<file path="src/verilog/ism_pkg.sv">
package ism_pkg;

  // Register byte offsets
  localparam logic [7:0] OFS_BUS_MODE   = 8'h00;
  localparam logic [7:0] OFS_OPER_MODE  = 8'h04;
  localparam logic [7:0] OFS_INT_STATUS = 8'h08;
  localparam logic [7:0] OFS_INT_ENABLE = 8'h0c;
  localparam logic [7:0] OFS_MITIGATION = 8'h10;

  // Bus mode and operating mode fields
  localparam int SOFT_RESET_BIT = 0;
  localparam int RX_START_BIT   = 0;
  localparam int TX_START_BIT   = 1;
  localparam logic [31:0] OPER_MODE_MASK = 32'h0000_0003;

  // Status bit positions
  localparam int ST_TX_DONE    = 0;
  localparam int ST_TX_STOPPED = 1;
  localparam int ST_TX_UNAVAIL = 2;
  localparam int ST_RX_DONE    = 6;
  localparam int ST_RX_UNAVAIL = 7;
  localparam int ST_RX_STOPPED = 8;
  localparam int ST_ABN_SUM    = 15;
  localparam int ST_NOR_SUM    = 16;
  localparam int ST_RX_STATE   = 17;
  localparam int ST_TX_STATE   = 20;

  // Event groups
  localparam logic [31:0] NORMAL_GROUP   = 32'h0000_4845;
  localparam logic [31:0] ABNORMAL_GROUP = 32'h0c00_37ba;
  localparam logic [31:0] EVENT_MASK     = NORMAL_GROUP | ABNORMAL_GROUP;
  localparam logic [31:0] MITIGATED      = 32'h0000_0041;

  // Mitigation control fields
  localparam int MIT_CNT_W      = 3;
  localparam int MIT_TMR_W      = 4;
  localparam int MIT_RX_TMR_LSB = 0;
  localparam int MIT_RX_CNT_LSB = 4;
  localparam int MIT_TX_TMR_LSB = 8;
  localparam int MIT_TX_CNT_LSB = 12;
  localparam logic [31:0] MITIGATION_MASK = 32'h0000_7f7f;

  // Timing
  localparam int CLK_PERIOD_NS = 40;
  localparam int TICK_NS       = 5120;
  localparam int TICK_CYCLES   = (TICK_NS + CLK_PERIOD_NS - 1) / CLK_PERIOD_NS;
  localparam logic [7:0] TICK_LAST = 8'(TICK_CYCLES - 1);
  localparam int RESET_WAIT_CYCLES = 50;
  localparam logic [5:0] RESET_WAIT_LAST = 6'(RESET_WAIT_CYCLES - 1);

  // Process states, Gray along stopped-running-suspended
  typedef enum logic [1:0] {
    PROC_STOPPED   = 2'h0,
    PROC_RUNNING   = 2'h1,
    PROC_SUSPENDED = 2'h3
  } ism_proc_t;

  typedef struct packed {
    ism_proc_t state;
    logic      acquire;
    logic      suspended;
    logic      stopped;
  } ism_pstep_t;

endpackage

</file>
<file path="src/verilog/ism_rst_sync.sv">
module ism_rst_sync (
  // Clock and raw reset
  input  wire logic mclk,
  input  wire logic arst_n,
  // Released reset
  output logic      rst_n
);

  typedef struct packed {
    logic first;
    logic second;
  } ism_sync_t;

  ism_sync_t s;
  ism_sync_t next_s;

  always_comb
  begin
    next_s.first = 1'b1;
    next_s.second = s.first;
  end

  always_ff @(posedge mclk or negedge arst_n)
  begin
    if (!arst_n)
      s <= '0;
    else
      s <= next_s;
  end

  assign rst_n = s.second;

endmodule

</file>
<file path="src/verilog/ism_mitigator.sv">
module ism_mitigator (
  // Clock and reset
  input  wire logic                        mclk,
  input  wire logic                        rst_n,
  // Configuration, zero disables that limit
  input  wire logic [ism_pkg::MIT_CNT_W-1:0] cnt_cfg,
  input  wire logic [ism_pkg::MIT_TMR_W-1:0] tmr_cfg,
  // Events
  input  wire logic                        tick,
  input  wire logic                        event_in,
  input  wire logic                        flush,
  // Interrupt to signal now
  output logic                             fire
);

  typedef struct packed {
    logic                        pending;
    logic [ism_pkg::MIT_CNT_W-1:0] cnt_left;
    logic [ism_pkg::MIT_TMR_W-1:0] tmr_left;
    logic                        tmr_run;
  } ism_mit_t;

  ism_mit_t s;
  ism_mit_t next_s;
  logic     cnt_on;
  logic     tmr_on;
  logic [ism_pkg::MIT_CNT_W-1:0] cnt_base;

  assign cnt_on = cnt_cfg != '0;
  assign tmr_on = tmr_cfg != '0;
  assign cnt_base = s.pending ? s.cnt_left : cnt_cfg;

  always_comb
  begin
    next_s = s;
    fire = 1'b0;
    // RL12: both off passes through; a batch left from before goes out now
    if (!cnt_on && !tmr_on)
      fire = event_in || s.pending;
    else
    begin
      // RL14: hold and count
      if (event_in)
      begin
        next_s.pending = 1'b1;
        if (cnt_on)
        begin
          next_s.cnt_left = cnt_base - 3'h1;
          // RL13: counter limit reached
          if (cnt_base == 3'h1)
            fire = 1'b1;
        end
        if (tmr_on && !s.tmr_run)
        begin
          next_s.tmr_run = 1'b1;
          next_s.tmr_left = tmr_cfg;
        end
      end
      // RL13: timer limit reached
      if (s.tmr_run && tick)
      begin
        if (s.tmr_left <= 4'h1)
          fire = 1'b1;
        else
          next_s.tmr_left = s.tmr_left - 4'h1;
      end
      // RL16: process suspended or stopped
      if (flush && (s.pending || event_in))
        fire = 1'b1;
    end
    // RL15: reload after signalling
    if (fire)
    begin
      next_s.pending = 1'b0;
      next_s.tmr_run = 1'b0;
      next_s.cnt_left = cnt_cfg;
      next_s.tmr_left = tmr_cfg;
    end
  end

  always_ff @(posedge mclk or negedge rst_n)
  begin
    if (!rst_n)
      s <= '0;
    else
      s <= next_s;
  end

endmodule

</file>
<file path="src/verilog/ism_top.sv">
// Behaviour
// RL1: a latched event interrupts only when its enable bit is set.
// RL2: normal summary covers status bits 0, 2, 6, 11 and 14.
// RL3: abnormal summary covers bits 1,3,4,5,7,8,9,10,12,13,26,27.
// RL4: interrupt output is driven low while either summary bit is set.
// RL5: writing one clears a status bit; writing zero leaves it.
// RL6: a summary clears once all its enabled members are cleared.
// RL7: interrupt output released when both summaries are clear.
// RL8: events are not queued; a recurring set bit adds nothing.
// RL9: simultaneous events give one interrupt; new one only after clearing.
// RL10: clearing write drops interrupt a cycle; remaining event reasserts.
// RL11: separate receive and transmit counters and timers, one register.
// RL12: a counter or timer programmed to zero has no effect.
// RL13: counter bounds pending interrupts, timer bounds pending time.
// RL14: in mitigation, decrement counter and start idle timer instead.
// RL15: signal pending on counter or timer expiry, then reload both.
// RL16: signal pending interrupts at once on suspend or stop.
// RL17: host waits 50 clocks after any reset before first access.
// RL18: host initialises config, bus mode, enables, list bases, then mode.
// RL19: host rewrites serial interface defaults before start in 10 Mb/s.
// RL20: host starts receive after the setup frame when filtering.
// RL21: started processes run and acquire descriptors, independently.
// RL22: masked events still latch but feed no summary or interrupt.
//
// Our own choices: the address map and the plain strobed port.
module ism_top (
  // Clock and reset
  input  wire logic        mclk,
  input  wire logic        arst_n,
  // Register port
  input  wire logic [7:0]  reg_addr,
  input  wire logic [31:0] reg_wdata,
  input  wire logic        reg_wr,
  input  wire logic        reg_rd,
  output logic      [31:0] reg_rdata,
  // Event pulses from the engines
  input  wire logic [31:0] ev_in,
  input  wire logic        rx_done,
  input  wire logic        tx_done,
  // Receive process status
  input  wire logic        rx_buf_unavail,
  input  wire logic        rx_poll,
  input  wire logic        rx_busy,
  // Transmit process status
  input  wire logic        tx_buf_unavail,
  input  wire logic        tx_poll,
  input  wire logic        tx_busy,
  // Process control
  output logic             rx_running,
  output logic             tx_running,
  output logic             rx_acquire,
  output logic             tx_acquire,
  // Host side
  output logic             dev_ready,
  output logic             int_n
);

  typedef struct packed {
    logic [31:0]       bus_mode;
    logic [31:0]       oper_mode;
    logic [31:0]       status;
    logic [31:0]       enable;
    logic [31:0]       mitig;
    ism_pkg::ism_proc_t rx_st;
    ism_pkg::ism_proc_t tx_st;
    logic              rx_acq;
    logic              tx_acq;
    logic [7:0]        tick_cnt;
    logic              tick;
    logic [5:0]        wait_cnt;
    logic              ready;
    logic              int_act;
    logic [31:0]       rdata;
  } ism_state_t;

  ism_state_t          s;
  ism_state_t          next_s;
  logic                rst_n;
  ism_pkg::ism_pstep_t rx_step;
  ism_pkg::ism_pstep_t tx_step;
  logic                rx_fire;
  logic                tx_fire;
  logic                wr_ok;
  logic                rd_ok;
  logic [31:0]         set_bits;
  logic [31:0]         clr_bits;
  logic                any_sum;
  logic                clr_hit;

  function automatic logic group_sum(
    input logic [31:0] st,
    input logic [31:0] en,
    input logic [31:0] grp
  );
    // RL1: only enabled members count
    group_sum = |(st & en & grp);
  endfunction

  // Stop and suspend of a process latch their own status bits
  function automatic logic [31:0] proc_events(
    input logic [31:0]         bits,
    input ism_pkg::ism_pstep_t step,
    input int                  stop_pos,
    input int                  unavail_pos
  );
    logic [31:0] r;
    r = bits;
    r[stop_pos] = r[stop_pos] | step.stopped;
    r[unavail_pos] = r[unavail_pos] | step.suspended;
    return r;
  endfunction

  // Summaries are rebuilt on every read, so they always match the bits
  function automatic logic [31:0] status_view(
    input logic [31:0]        st,
    input logic [31:0]        en,
    input ism_pkg::ism_proc_t rx,
    input ism_pkg::ism_proc_t tx
  );
    logic [31:0] r;
    r = st;
    // RL6: summaries follow the enabled members
    r[ism_pkg::ST_NOR_SUM] = group_sum(st, en, ism_pkg::NORMAL_GROUP);
    r[ism_pkg::ST_ABN_SUM] = group_sum(st, en, ism_pkg::ABNORMAL_GROUP);
    r[ism_pkg::ST_RX_STATE +: 2] = rx;
    r[ism_pkg::ST_TX_STATE +: 2] = tx;
    return r;
  endfunction

  function automatic ism_pkg::ism_pstep_t proc_step(
    input ism_pkg::ism_proc_t st,
    input logic               start,
    input logic               unavail,
    input logic               poll,
    input logic               busy
  );
    ism_pkg::ism_pstep_t r;
    r = '{state: st, acquire: 1'b0, suspended: 1'b0, stopped: 1'b0};
    case (st)
      ism_pkg::PROC_STOPPED:
      begin
        // RL21: start into running
        if (start)
        begin
          r.state = ism_pkg::PROC_RUNNING;
          r.acquire = 1'b1;
        end
      end
      ism_pkg::PROC_RUNNING:
      begin
        // The frame in flight completes before the stop takes effect
        if (!start && !busy)
        begin
          r.state = ism_pkg::PROC_STOPPED;
          r.stopped = 1'b1;
        end
        else if (unavail)
        begin
          r.state = ism_pkg::PROC_SUSPENDED;
          r.suspended = 1'b1;
        end
      end
      ism_pkg::PROC_SUSPENDED:
      begin
        if (!start)
        begin
          r.state = ism_pkg::PROC_STOPPED;
          r.stopped = 1'b1;
        end
        else if (poll)
        begin
          r.state = ism_pkg::PROC_RUNNING;
          r.acquire = 1'b1;
        end
      end
      default:
      begin
        r.state = ism_pkg::PROC_STOPPED;
      end
    endcase
    return r;
  endfunction

  ism_rst_sync u_rst_sync (
    .mclk   (mclk),
    .arst_n (arst_n),
    .rst_n  (rst_n)
  );

  // RL21: each process steps on its own
  assign rx_step = proc_step(s.rx_st, s.oper_mode[ism_pkg::RX_START_BIT],
                             rx_buf_unavail, rx_poll, rx_busy);
  assign tx_step = proc_step(s.tx_st, s.oper_mode[ism_pkg::TX_START_BIT],
                             tx_buf_unavail, tx_poll, tx_busy);

  // RL12: zero limits are bypassed inside each mitigator
  // RL11: one mitigator per direction
  ism_mitigator u_rx_mit (
    .mclk     (mclk),
    .rst_n    (rst_n),
    .cnt_cfg  (s.mitig[ism_pkg::MIT_RX_CNT_LSB +: ism_pkg::MIT_CNT_W]),
    .tmr_cfg  (s.mitig[ism_pkg::MIT_RX_TMR_LSB +: ism_pkg::MIT_TMR_W]),
    .tick     (s.tick),
    .event_in (rx_done),
    .flush    (rx_step.suspended | rx_step.stopped),
    .fire     (rx_fire)
  );

  ism_mitigator u_tx_mit (
    .mclk     (mclk),
    .rst_n    (rst_n),
    .cnt_cfg  (s.mitig[ism_pkg::MIT_TX_CNT_LSB +: ism_pkg::MIT_CNT_W]),
    .tmr_cfg  (s.mitig[ism_pkg::MIT_TX_TMR_LSB +: ism_pkg::MIT_TMR_W]),
    .tick     (s.tick),
    .event_in (tx_done),
    .flush    (tx_step.suspended | tx_step.stopped),
    .fire     (tx_fire)
  );

  // RL17: accesses are dropped until the reset sequence ends
  assign wr_ok = reg_wr && s.ready;
  assign rd_ok = reg_rd && s.ready;

  always_comb
  begin
    next_s = s;
    set_bits = '0;
    clr_bits = '0;

    // Mitigation time base
    // Free running: a timer's first step may fall short by up to a tick
    next_s.tick = 1'b0;
    if (s.tick_cnt == ism_pkg::TICK_LAST)
    begin
      next_s.tick_cnt = '0;
      next_s.tick = 1'b1;
    end
    else
      next_s.tick_cnt = s.tick_cnt + 8'h1;

    // Reset sequence
    if (!s.ready)
    begin
      next_s.wait_cnt = s.wait_cnt + 6'h1;
      if (s.wait_cnt == ism_pkg::RESET_WAIT_LAST)
        next_s.ready = 1'b1;
    end

    next_s.rx_st = rx_step.state;
    next_s.tx_st = tx_step.state;
    next_s.rx_acq = rx_step.acquire;
    next_s.tx_acq = tx_step.acquire;

    // Event collection; done events arrive only through mitigation
    set_bits = ev_in & ism_pkg::EVENT_MASK & ~ism_pkg::MITIGATED;
    set_bits[ism_pkg::ST_RX_DONE] = rx_fire;
    set_bits[ism_pkg::ST_TX_DONE] = tx_fire;
    set_bits = proc_events(set_bits, rx_step, ism_pkg::ST_RX_STOPPED,
                           ism_pkg::ST_RX_UNAVAIL);
    set_bits = proc_events(set_bits, tx_step, ism_pkg::ST_TX_STOPPED,
                           ism_pkg::ST_TX_UNAVAIL);

    // Register writes
    if (wr_ok)
    begin
      case (reg_addr)
        ism_pkg::OFS_BUS_MODE:
          next_s.bus_mode = reg_wdata;
        ism_pkg::OFS_OPER_MODE:
          next_s.oper_mode = reg_wdata & ism_pkg::OPER_MODE_MASK;
        ism_pkg::OFS_INT_STATUS:
          // RL5: write one to clear
          clr_bits = reg_wdata & ism_pkg::EVENT_MASK;
        ism_pkg::OFS_INT_ENABLE:
          next_s.enable = reg_wdata & ism_pkg::EVENT_MASK;
        ism_pkg::OFS_MITIGATION:
          next_s.mitig = reg_wdata & ism_pkg::MITIGATION_MASK;
        default:
          next_s.bus_mode = s.bus_mode;
      endcase
    end

    // RL22: latching ignores the enables; a new event beats its clear
    next_s.status = (s.status & ~clr_bits) | set_bits;

    // RL9: one level serves every cause
    // RL8: level of held bits, so recurrences add nothing
    // RL2: normal group
    // RL3: abnormal group
    any_sum = group_sum(next_s.status, next_s.enable,
                        ism_pkg::NORMAL_GROUP)
            | group_sum(next_s.status, next_s.enable,
                        ism_pkg::ABNORMAL_GROUP);
    clr_hit = |(clr_bits & s.status);
    // RL10: a clearing write forces one idle cycle on the line
    // RL4: drive while a summary is set
    // RL7: release when both clear
    next_s.int_act = any_sum && !clr_hit;

    // Read data stands only in the cycle after the strobe
    next_s.rdata = '0;
    if (rd_ok)
    begin
      case (reg_addr)
        ism_pkg::OFS_BUS_MODE:
          next_s.rdata = s.bus_mode;
        ism_pkg::OFS_OPER_MODE:
          next_s.rdata = s.oper_mode;
        ism_pkg::OFS_INT_STATUS:
          next_s.rdata = status_view(s.status, s.enable, s.rx_st, s.tx_st);
        ism_pkg::OFS_INT_ENABLE:
          next_s.rdata = s.enable;
        ism_pkg::OFS_MITIGATION:
          next_s.rdata = s.mitig;
        default:
          next_s.rdata = '0;
      endcase
    end

    // Soft reset clears all top-level state, including the wait sequence; the mitigators keep theirs
    if (wr_ok && reg_addr == ism_pkg::OFS_BUS_MODE
        && reg_wdata[ism_pkg::SOFT_RESET_BIT])
      next_s = '0;
  end

  always_ff @(posedge mclk or negedge rst_n)
  begin
    if (!rst_n)
      s <= '0;
    else
      s <= next_s;
  end

  assign reg_rdata = s.rdata;
  assign rx_running = s.rx_st == ism_pkg::PROC_RUNNING;
  assign tx_running = s.tx_st == ism_pkg::PROC_RUNNING;
  assign rx_acquire = s.rx_acq;
  assign tx_acquire = s.tx_acq;
  assign dev_ready = s.ready;
  // From a flop, so the pin never glitches while set and clear merge
  assign int_n = ~s.int_act;

endmodule

</file>
<file path="config.mk">
export PLATFORM = sky130hd
export DESIGN_NAME = ism_top
export DESIGN_NICKNAME = d
export VERILOG_FILES = /design/src/verilog/ism_pkg.sv /design/src/verilog/ism_rst_sync.sv /design/src/verilog/ism_mitigator.sv /design/src/verilog/ism_top.sv
export SDC_FILE = /design/constraint.sdc
export NUM_CORES = 1
export LEC_CHECK = 0
export ABC_AREA = 1
export BUFFER_PORTS_ARGS = -buffer_cell sky130_fd_sc_hd__buf_4
export CAP_MARGIN = 10
export CORE_UTILIZATION = 33
export DETAILED_ROUTE_END_ITERATION = 8
export GPL_ROUTABILITY_DRIVEN = 0
export SLEW_MARGIN = 5
export SYNTH_ARGS = -nofsm -noshare
export SYNTH_HDL_FRONTEND = slang
export SYNTH_SLANG_ARGS = --single-unit
</file>
<file path="constraint.sdc">
create_clock -name mclk -period 6.1 [get_ports mclk]
set_clock_uncertainty 0.1 [all_clocks]
set_input_delay 0.61 -clock mclk [delete_from_list [all_inputs] [get_ports mclk]]
set_output_delay 0.61 -clock mclk [all_outputs]
set_load 0.005 [all_outputs]
</file>
# [Yosys cells after proc, flatten, opt, wreduce, memory -nomap -nowiden]
# Cells that the tools add are included.
[op_classes] add_sub_neg=6 magnitude_cmp=2 eq_ne=21 muxes=73 bitwise=14 reduce_logical=61
[ops] cell="215-bit 2-to-1 mux" n=1
[ops] cell="32-bit 2-to-1 mux" n=5
[ops] cell="32-bit case mux with 5 select lines" n=1
[ops] cell="64-bit 2-to-1 mux" n=2
[ops] cell="28-bit AND" n=2
[ops] cell="28-bit 2-to-1 mux" n=2
[ops] cell="9-bit 2-to-1 mux" n=6
[ops] cell="28-bit by 32-bit AND with 32-bit output" n=1
[ops] cell="32-bit AND" n=1
[ops] cell="32-bit NOT" n=1
[ops] cell="32-bit by 28-bit bitwise OR with 32-bit output" n=1
[ops] cell="32-bit OR reduction" n=1
[ops] cell="1-bit 2-to-1 mux" n=28
[ops] cell="3-bit 2-to-1 mux" n=8
[ops] cell="12-bit OR reduction" n=2
[ops] cell="2-bit nonzero test" n=10
[ops] cell="3-bit AND reduction" n=6
[ops] cell="8-bit by 4-bit == test with 1-bit output, second input constant" n=2
[ops] cell="4-bit 2-to-1 mux" n=4
[ops] cell="1-bit logical AND" n=15
[ops] cell="2-bit 2-to-1 mux" n=6
[ops] cell="2-bit case mux with 3 select lines" n=2
[ops] cell="1-bit zero test" n=11
[ops] cell="5-bit 2-to-1 mux" n=2
[ops] cell="29 further kinds" n=57
[totals] register_bits=235 in_bits=84

# [Longest topological paths before layout]
[depth] depth_word=15 depth_mapped=15 depth_no_buf=15

# [Modules after synthesis]
# From an unflattened synthesis, not the netlist that was laid out.
[unflattened] cells_unflattened=1171 area_unflattened_um2=9031.2
[by_module_without_submodules] module="ism_top" instances=1 cells_each=914 area_each_um2=7370.8 seq_area_each_um2=3703.6
[by_module_without_submodules] module="ism_mitigator (u_tx_mit)" instances=1 cells_each=128 area_each_um2=823.3 seq_area_each_um2=225.2
[by_module_without_submodules] module="ism_mitigator (u_rx_mit)" instances=1 cells_each=126 area_each_um2=783.3 seq_area_each_um2=225.2
[by_module_without_submodules] module="ism_rst_sync" instances=1 cells_each=3 area_each_um2=53.8 seq_area_each_um2=50.0

# [Least setup slack after synthesis]
# Ideal clock, no wire load.
[synth_path] path_type="input port to flip-flop" from="input reg_addr[5]" to="register s[32] in the netlist's numbering" arrival_ps=1765 required_ps=5880 path_slack_ps=4115 cell_stages=13 n_path_buf=1 path_cell_list="nor2_1 > nand2_2 > inv_2 > nand3_4 > buf_6 > nand2_2 > nand2_1 > nand2_1 > nand2_1 > nor2_1 > nand2_1 > nor2_2 > a21oi_2"
[synth_lines] element="from (decl)" line="ism_top.sv:31" source="input wire logic [7:0] reg_addr,"
[synth_lines] element="to (signal assigned)" line="ism_top.sv:331" source="s <= next_s;"
[synth_lines] element="to (decl)" line="ism_top.sv:76" source="ism_state_t s;"

# [Worst setup path after layout]
[layout_path] from="input reg_addr[1]" to="register s[151] in the netlist's numbering"
[layout_between] elab_chain_len=5 word_cells_on_any_way=8 cone_classes="eq/ne: 1; mux: 1; reduce/logical: 6"
[layout_lines] element="8-bit zero test" line="ism_top.sv:321" source="if (wr_ok && reg_addr == ism_pkg::OFS_BUS_MODE"
[layout_lines] element="1-bit logical AND" line="ism_top.sv:321"
[layout_lines] element="1-bit logical AND" line="ism_top.sv:322" source="&& reg_wdata[ism_pkg::SOFT_RESET_BIT])"
[layout_lines] element="2-bit nonzero test (no source line)"
[layout_lines] element="2-bit AND reduction (no source line)"
# Several ways; a longest one is shown, not always the timed one.
# A chain may end at the register's enable or synchronous reset.

==> metrics.yaml <==
worst_setup_path:
  r2r_start: "dev_ready"
  crit_path_end: "s[151]"
  end_kind: "flip-flop"
  critical_path.startpoint_type: "input port"
  critPathKind: "input port to flip-flop"
  r2r-end: "reg_rdata[7]"
  cpMostUsedCell: "nor2_4"
  cp_max_fo: 33
  rr_worst_depth: 8
  r2r_slack_ps: 3170
  crit_chain: "buf_4 > nor2_2 > nand3_1 > nor2_4 > buf_4 > inv_2 > nor2_4 > inv_2 > nor2_4 > o21ai_1 > nand2_1 > o21ai_0"
  cp.required_ps: 6320
  cp.arrival_ps: 3650
  critPathMaxStageDelay_ps: 750
  crit_path_start: "reg_addr[1]"
  slowest_stage: "nor2_4"
power_and_ir_drop:
  p_seq_frac: 0.429
  irDropWorstVdd_v: 0.0001700
  power_frac_comb: 0.218
  power.switching_mw: 1.025
  clkPwrFrac: 0.353
  power.internal_mw: 2.193
  p_sw_frac: 0.3184
  p_per_area_nw_per_um2: 314.0
  static-leakage-power_nw: 5.229
routing:
  dr.pass1.iters: 7
  vias_per_cell: 4.989
  ant_nets: 0
  first_iter_violations: 650
  drt-wirelength-per-cell_um: 16.83
  wirelength_mm: 25.53
  drc: 10
  route.vias.total: 7568
clock_network:
  numClockSinks: 168
  cts_root_buf: "clkbuf_16"
  clockBufferDepth: 2
  numCtsBuffers: 17
  clk_latency_ps: 440
  tritoncts: "done"
  htreeDepth: 4
  clk_pin_slew_worst_paths_ps: 70
  cts.repair.resized: 0
floorplan:
  rows: 59
  dieArea_um2: 27300
  die_h_um: 165.2
  core-area_um2: 26130
  die_w_um: 165.2
  initial_core_util: 0.3365
  io_pins: 122
synthesis:
  ys_seq_area_frac: 0.4781
  avgSynthCellArea_um2: 7.965
  syn_area_um2: 8793
  synth_top_area_frac: 0.4781
  synth_cells: 1104
  synth_seq_cells: 168
  synth.most_common_cell: "nand2_1"
  synth.area.top_cells: "dfrtp_1 48%, nand2_1 11%, inv_1 6.3%"
  ys_types: 48
  synthTopCellsByCount: "267 x nand2_1, 168 x dfrtp_1, 147 x inv_1"
  synth_fp_nets: 1207
  synth_edf_count: 0
  synth_area_leader_cell: "dfrtp_1"
  yosys_warnings: 0
  async_flop_share: 1.000
  synth_top_flop_cell: "dfrtp_1"
global_routing:
  grt_use_total: 0.1920
  antenna_found_initial: 0
  grt_pass1_wl_mm: 39.34
  grt_pass1_vias: 7191
  grt_max_degree: 65
  gr-total-overflow: 0
job:
  drv_cap: 0
cells_and_area:
  area_growth_pct: 16.53
  drive_gt1_frac: 0.1438
  diodes: 0
  layoutNonFillerInstCount: 1517
  layout.nets: 1272
timing:
  fin_crit_ps: 3434
  final.period_utilization: 0.5629
  slew_headroom: 0.2671
  rsz0062_at_grt: "false"
  tns_ps: 0
  hold_viol: 0
  drv_slew: 0
  max_freq_mhz: 291.2
  worst_pin_slew_ps: 1092
  final-setup-viol-count: 0
min_path:
  hold_class: "flip-flop to flip-flop"
run_status:
  status: "finished, violations left"
  violations: "DRC"
place:
  portBuffers: 104
  dp_hpwl_mm: 18.24
  numPlacedInstances: 1484
==> timing repair <==
action | CTS | global route
setup buffers | 0 | 0
hold buffers | 1 | 0
hold endpoints to repair | 2 | 0
setup endpoints to repair | 0 | 0
==> registers in the layout (all words and copies together), names as in the netlist <==
name	cells
dev_ready	1
reg_rdata	32
rx_acquire	1
s	113
tx_acquire	1
u_rst_sync.next_s	1
u_rst_sync.rst_n	1
u_rx_mit.s	9
u_tx_mit.s	9
==> cell type report <==
class | count | area (um2)
Inverter | 157 | 594.3
Multi-Input combinational cell | 715 | 3587
Sequential cell | 168 | 4208
Tap cell | 335 | 419.2
Clock inverter | 13 | 167.7
Timing Repair Buffer | 110 | 828.3
Clock buffer | 19 | 442.9
Fill cell | 2727 | 15890
==> power by group through the flow <==
stage	Combinational [mW]	Sequential, mW	Clock, mW
2_1_floorplan	0.514	1.38	0
3_3_place_gp	0.684	1.39	0
3_5_place_dp	0.702	1.40	0
4_1_cts	0.707	1.38	1.15
5_1_grt	0.813	1.40	1.19
6_report	0.703	1.38	1.13
==> kinds of logic after synthesis <==
logic type,synth area share
buf+inv,0.1140
flops,0.4781
compound gates,0.1384
simple gates,0.2351
xor+xnor,0.006972
fa+ha+maj,0.02703
other cells,0.0004265
==> per-stage QoR <==
step	instance area [um2]	setup WS (ps)	total power [mW]	hold slack [ps]	util
floorplan	8793	972.2	1.891	214.4	-
global placement	9627	2254	2.079	235.2	0.3684
detailed placement	9627	2226	2.100	241.9	0.3684
CTS	10250	2655	3.239	278.0	0.3921
global route	10250	2425	3.406	286.0	0.3921
finish	10250	2666	3.217	275.5	0.3921
==> worst max-delay path, delay by kind of cell <==
family	cells	cell delay, ps
simple gates	6	1690
compound gates	2	190
buf+inv	4	1150
==> placed cells by master (no fill, tap or decap), drive strengths merged, types with 17 or more instances in the layout <==
master,count
nor3,21
dfrtp,168
nand3,70
a221oi,17
buf,109
ha,19
inv,159
clkbuf,19
o21ai,57
o22ai,32
nand2,274
nor2,110
a21oi,62
==> metal layers <==
metal / routed length [um] / GRT usage
met5: 0 / 0
met4: 471 / 0.06172
met3: 1493 / 0.03671
met2: 11580 / 0.2952
met1: 11980 / 0.2704
==> how the worst min path moves through the flow <==
stage	from	to	depth (start not counted)
after floorplan	arst_n	u_rst_sync.next_s[0]	0
after global placement	u_rst_sync.next_s[0]	u_rst_sync.rst_n	0
after detailed placement	u_rst_sync.next_s[0]	u_rst_sync.rst_n	0
after CTS	u_rst_sync.next_s[0]	u_rst_sync.rst_n	0
after global routing	u_rst_sync.next_s[0]	u_rst_sync.rst_n	0
final	u_rst_sync.next_s[0]	u_rst_sync.rst_n	0
(Power assumes the default switching activity.)
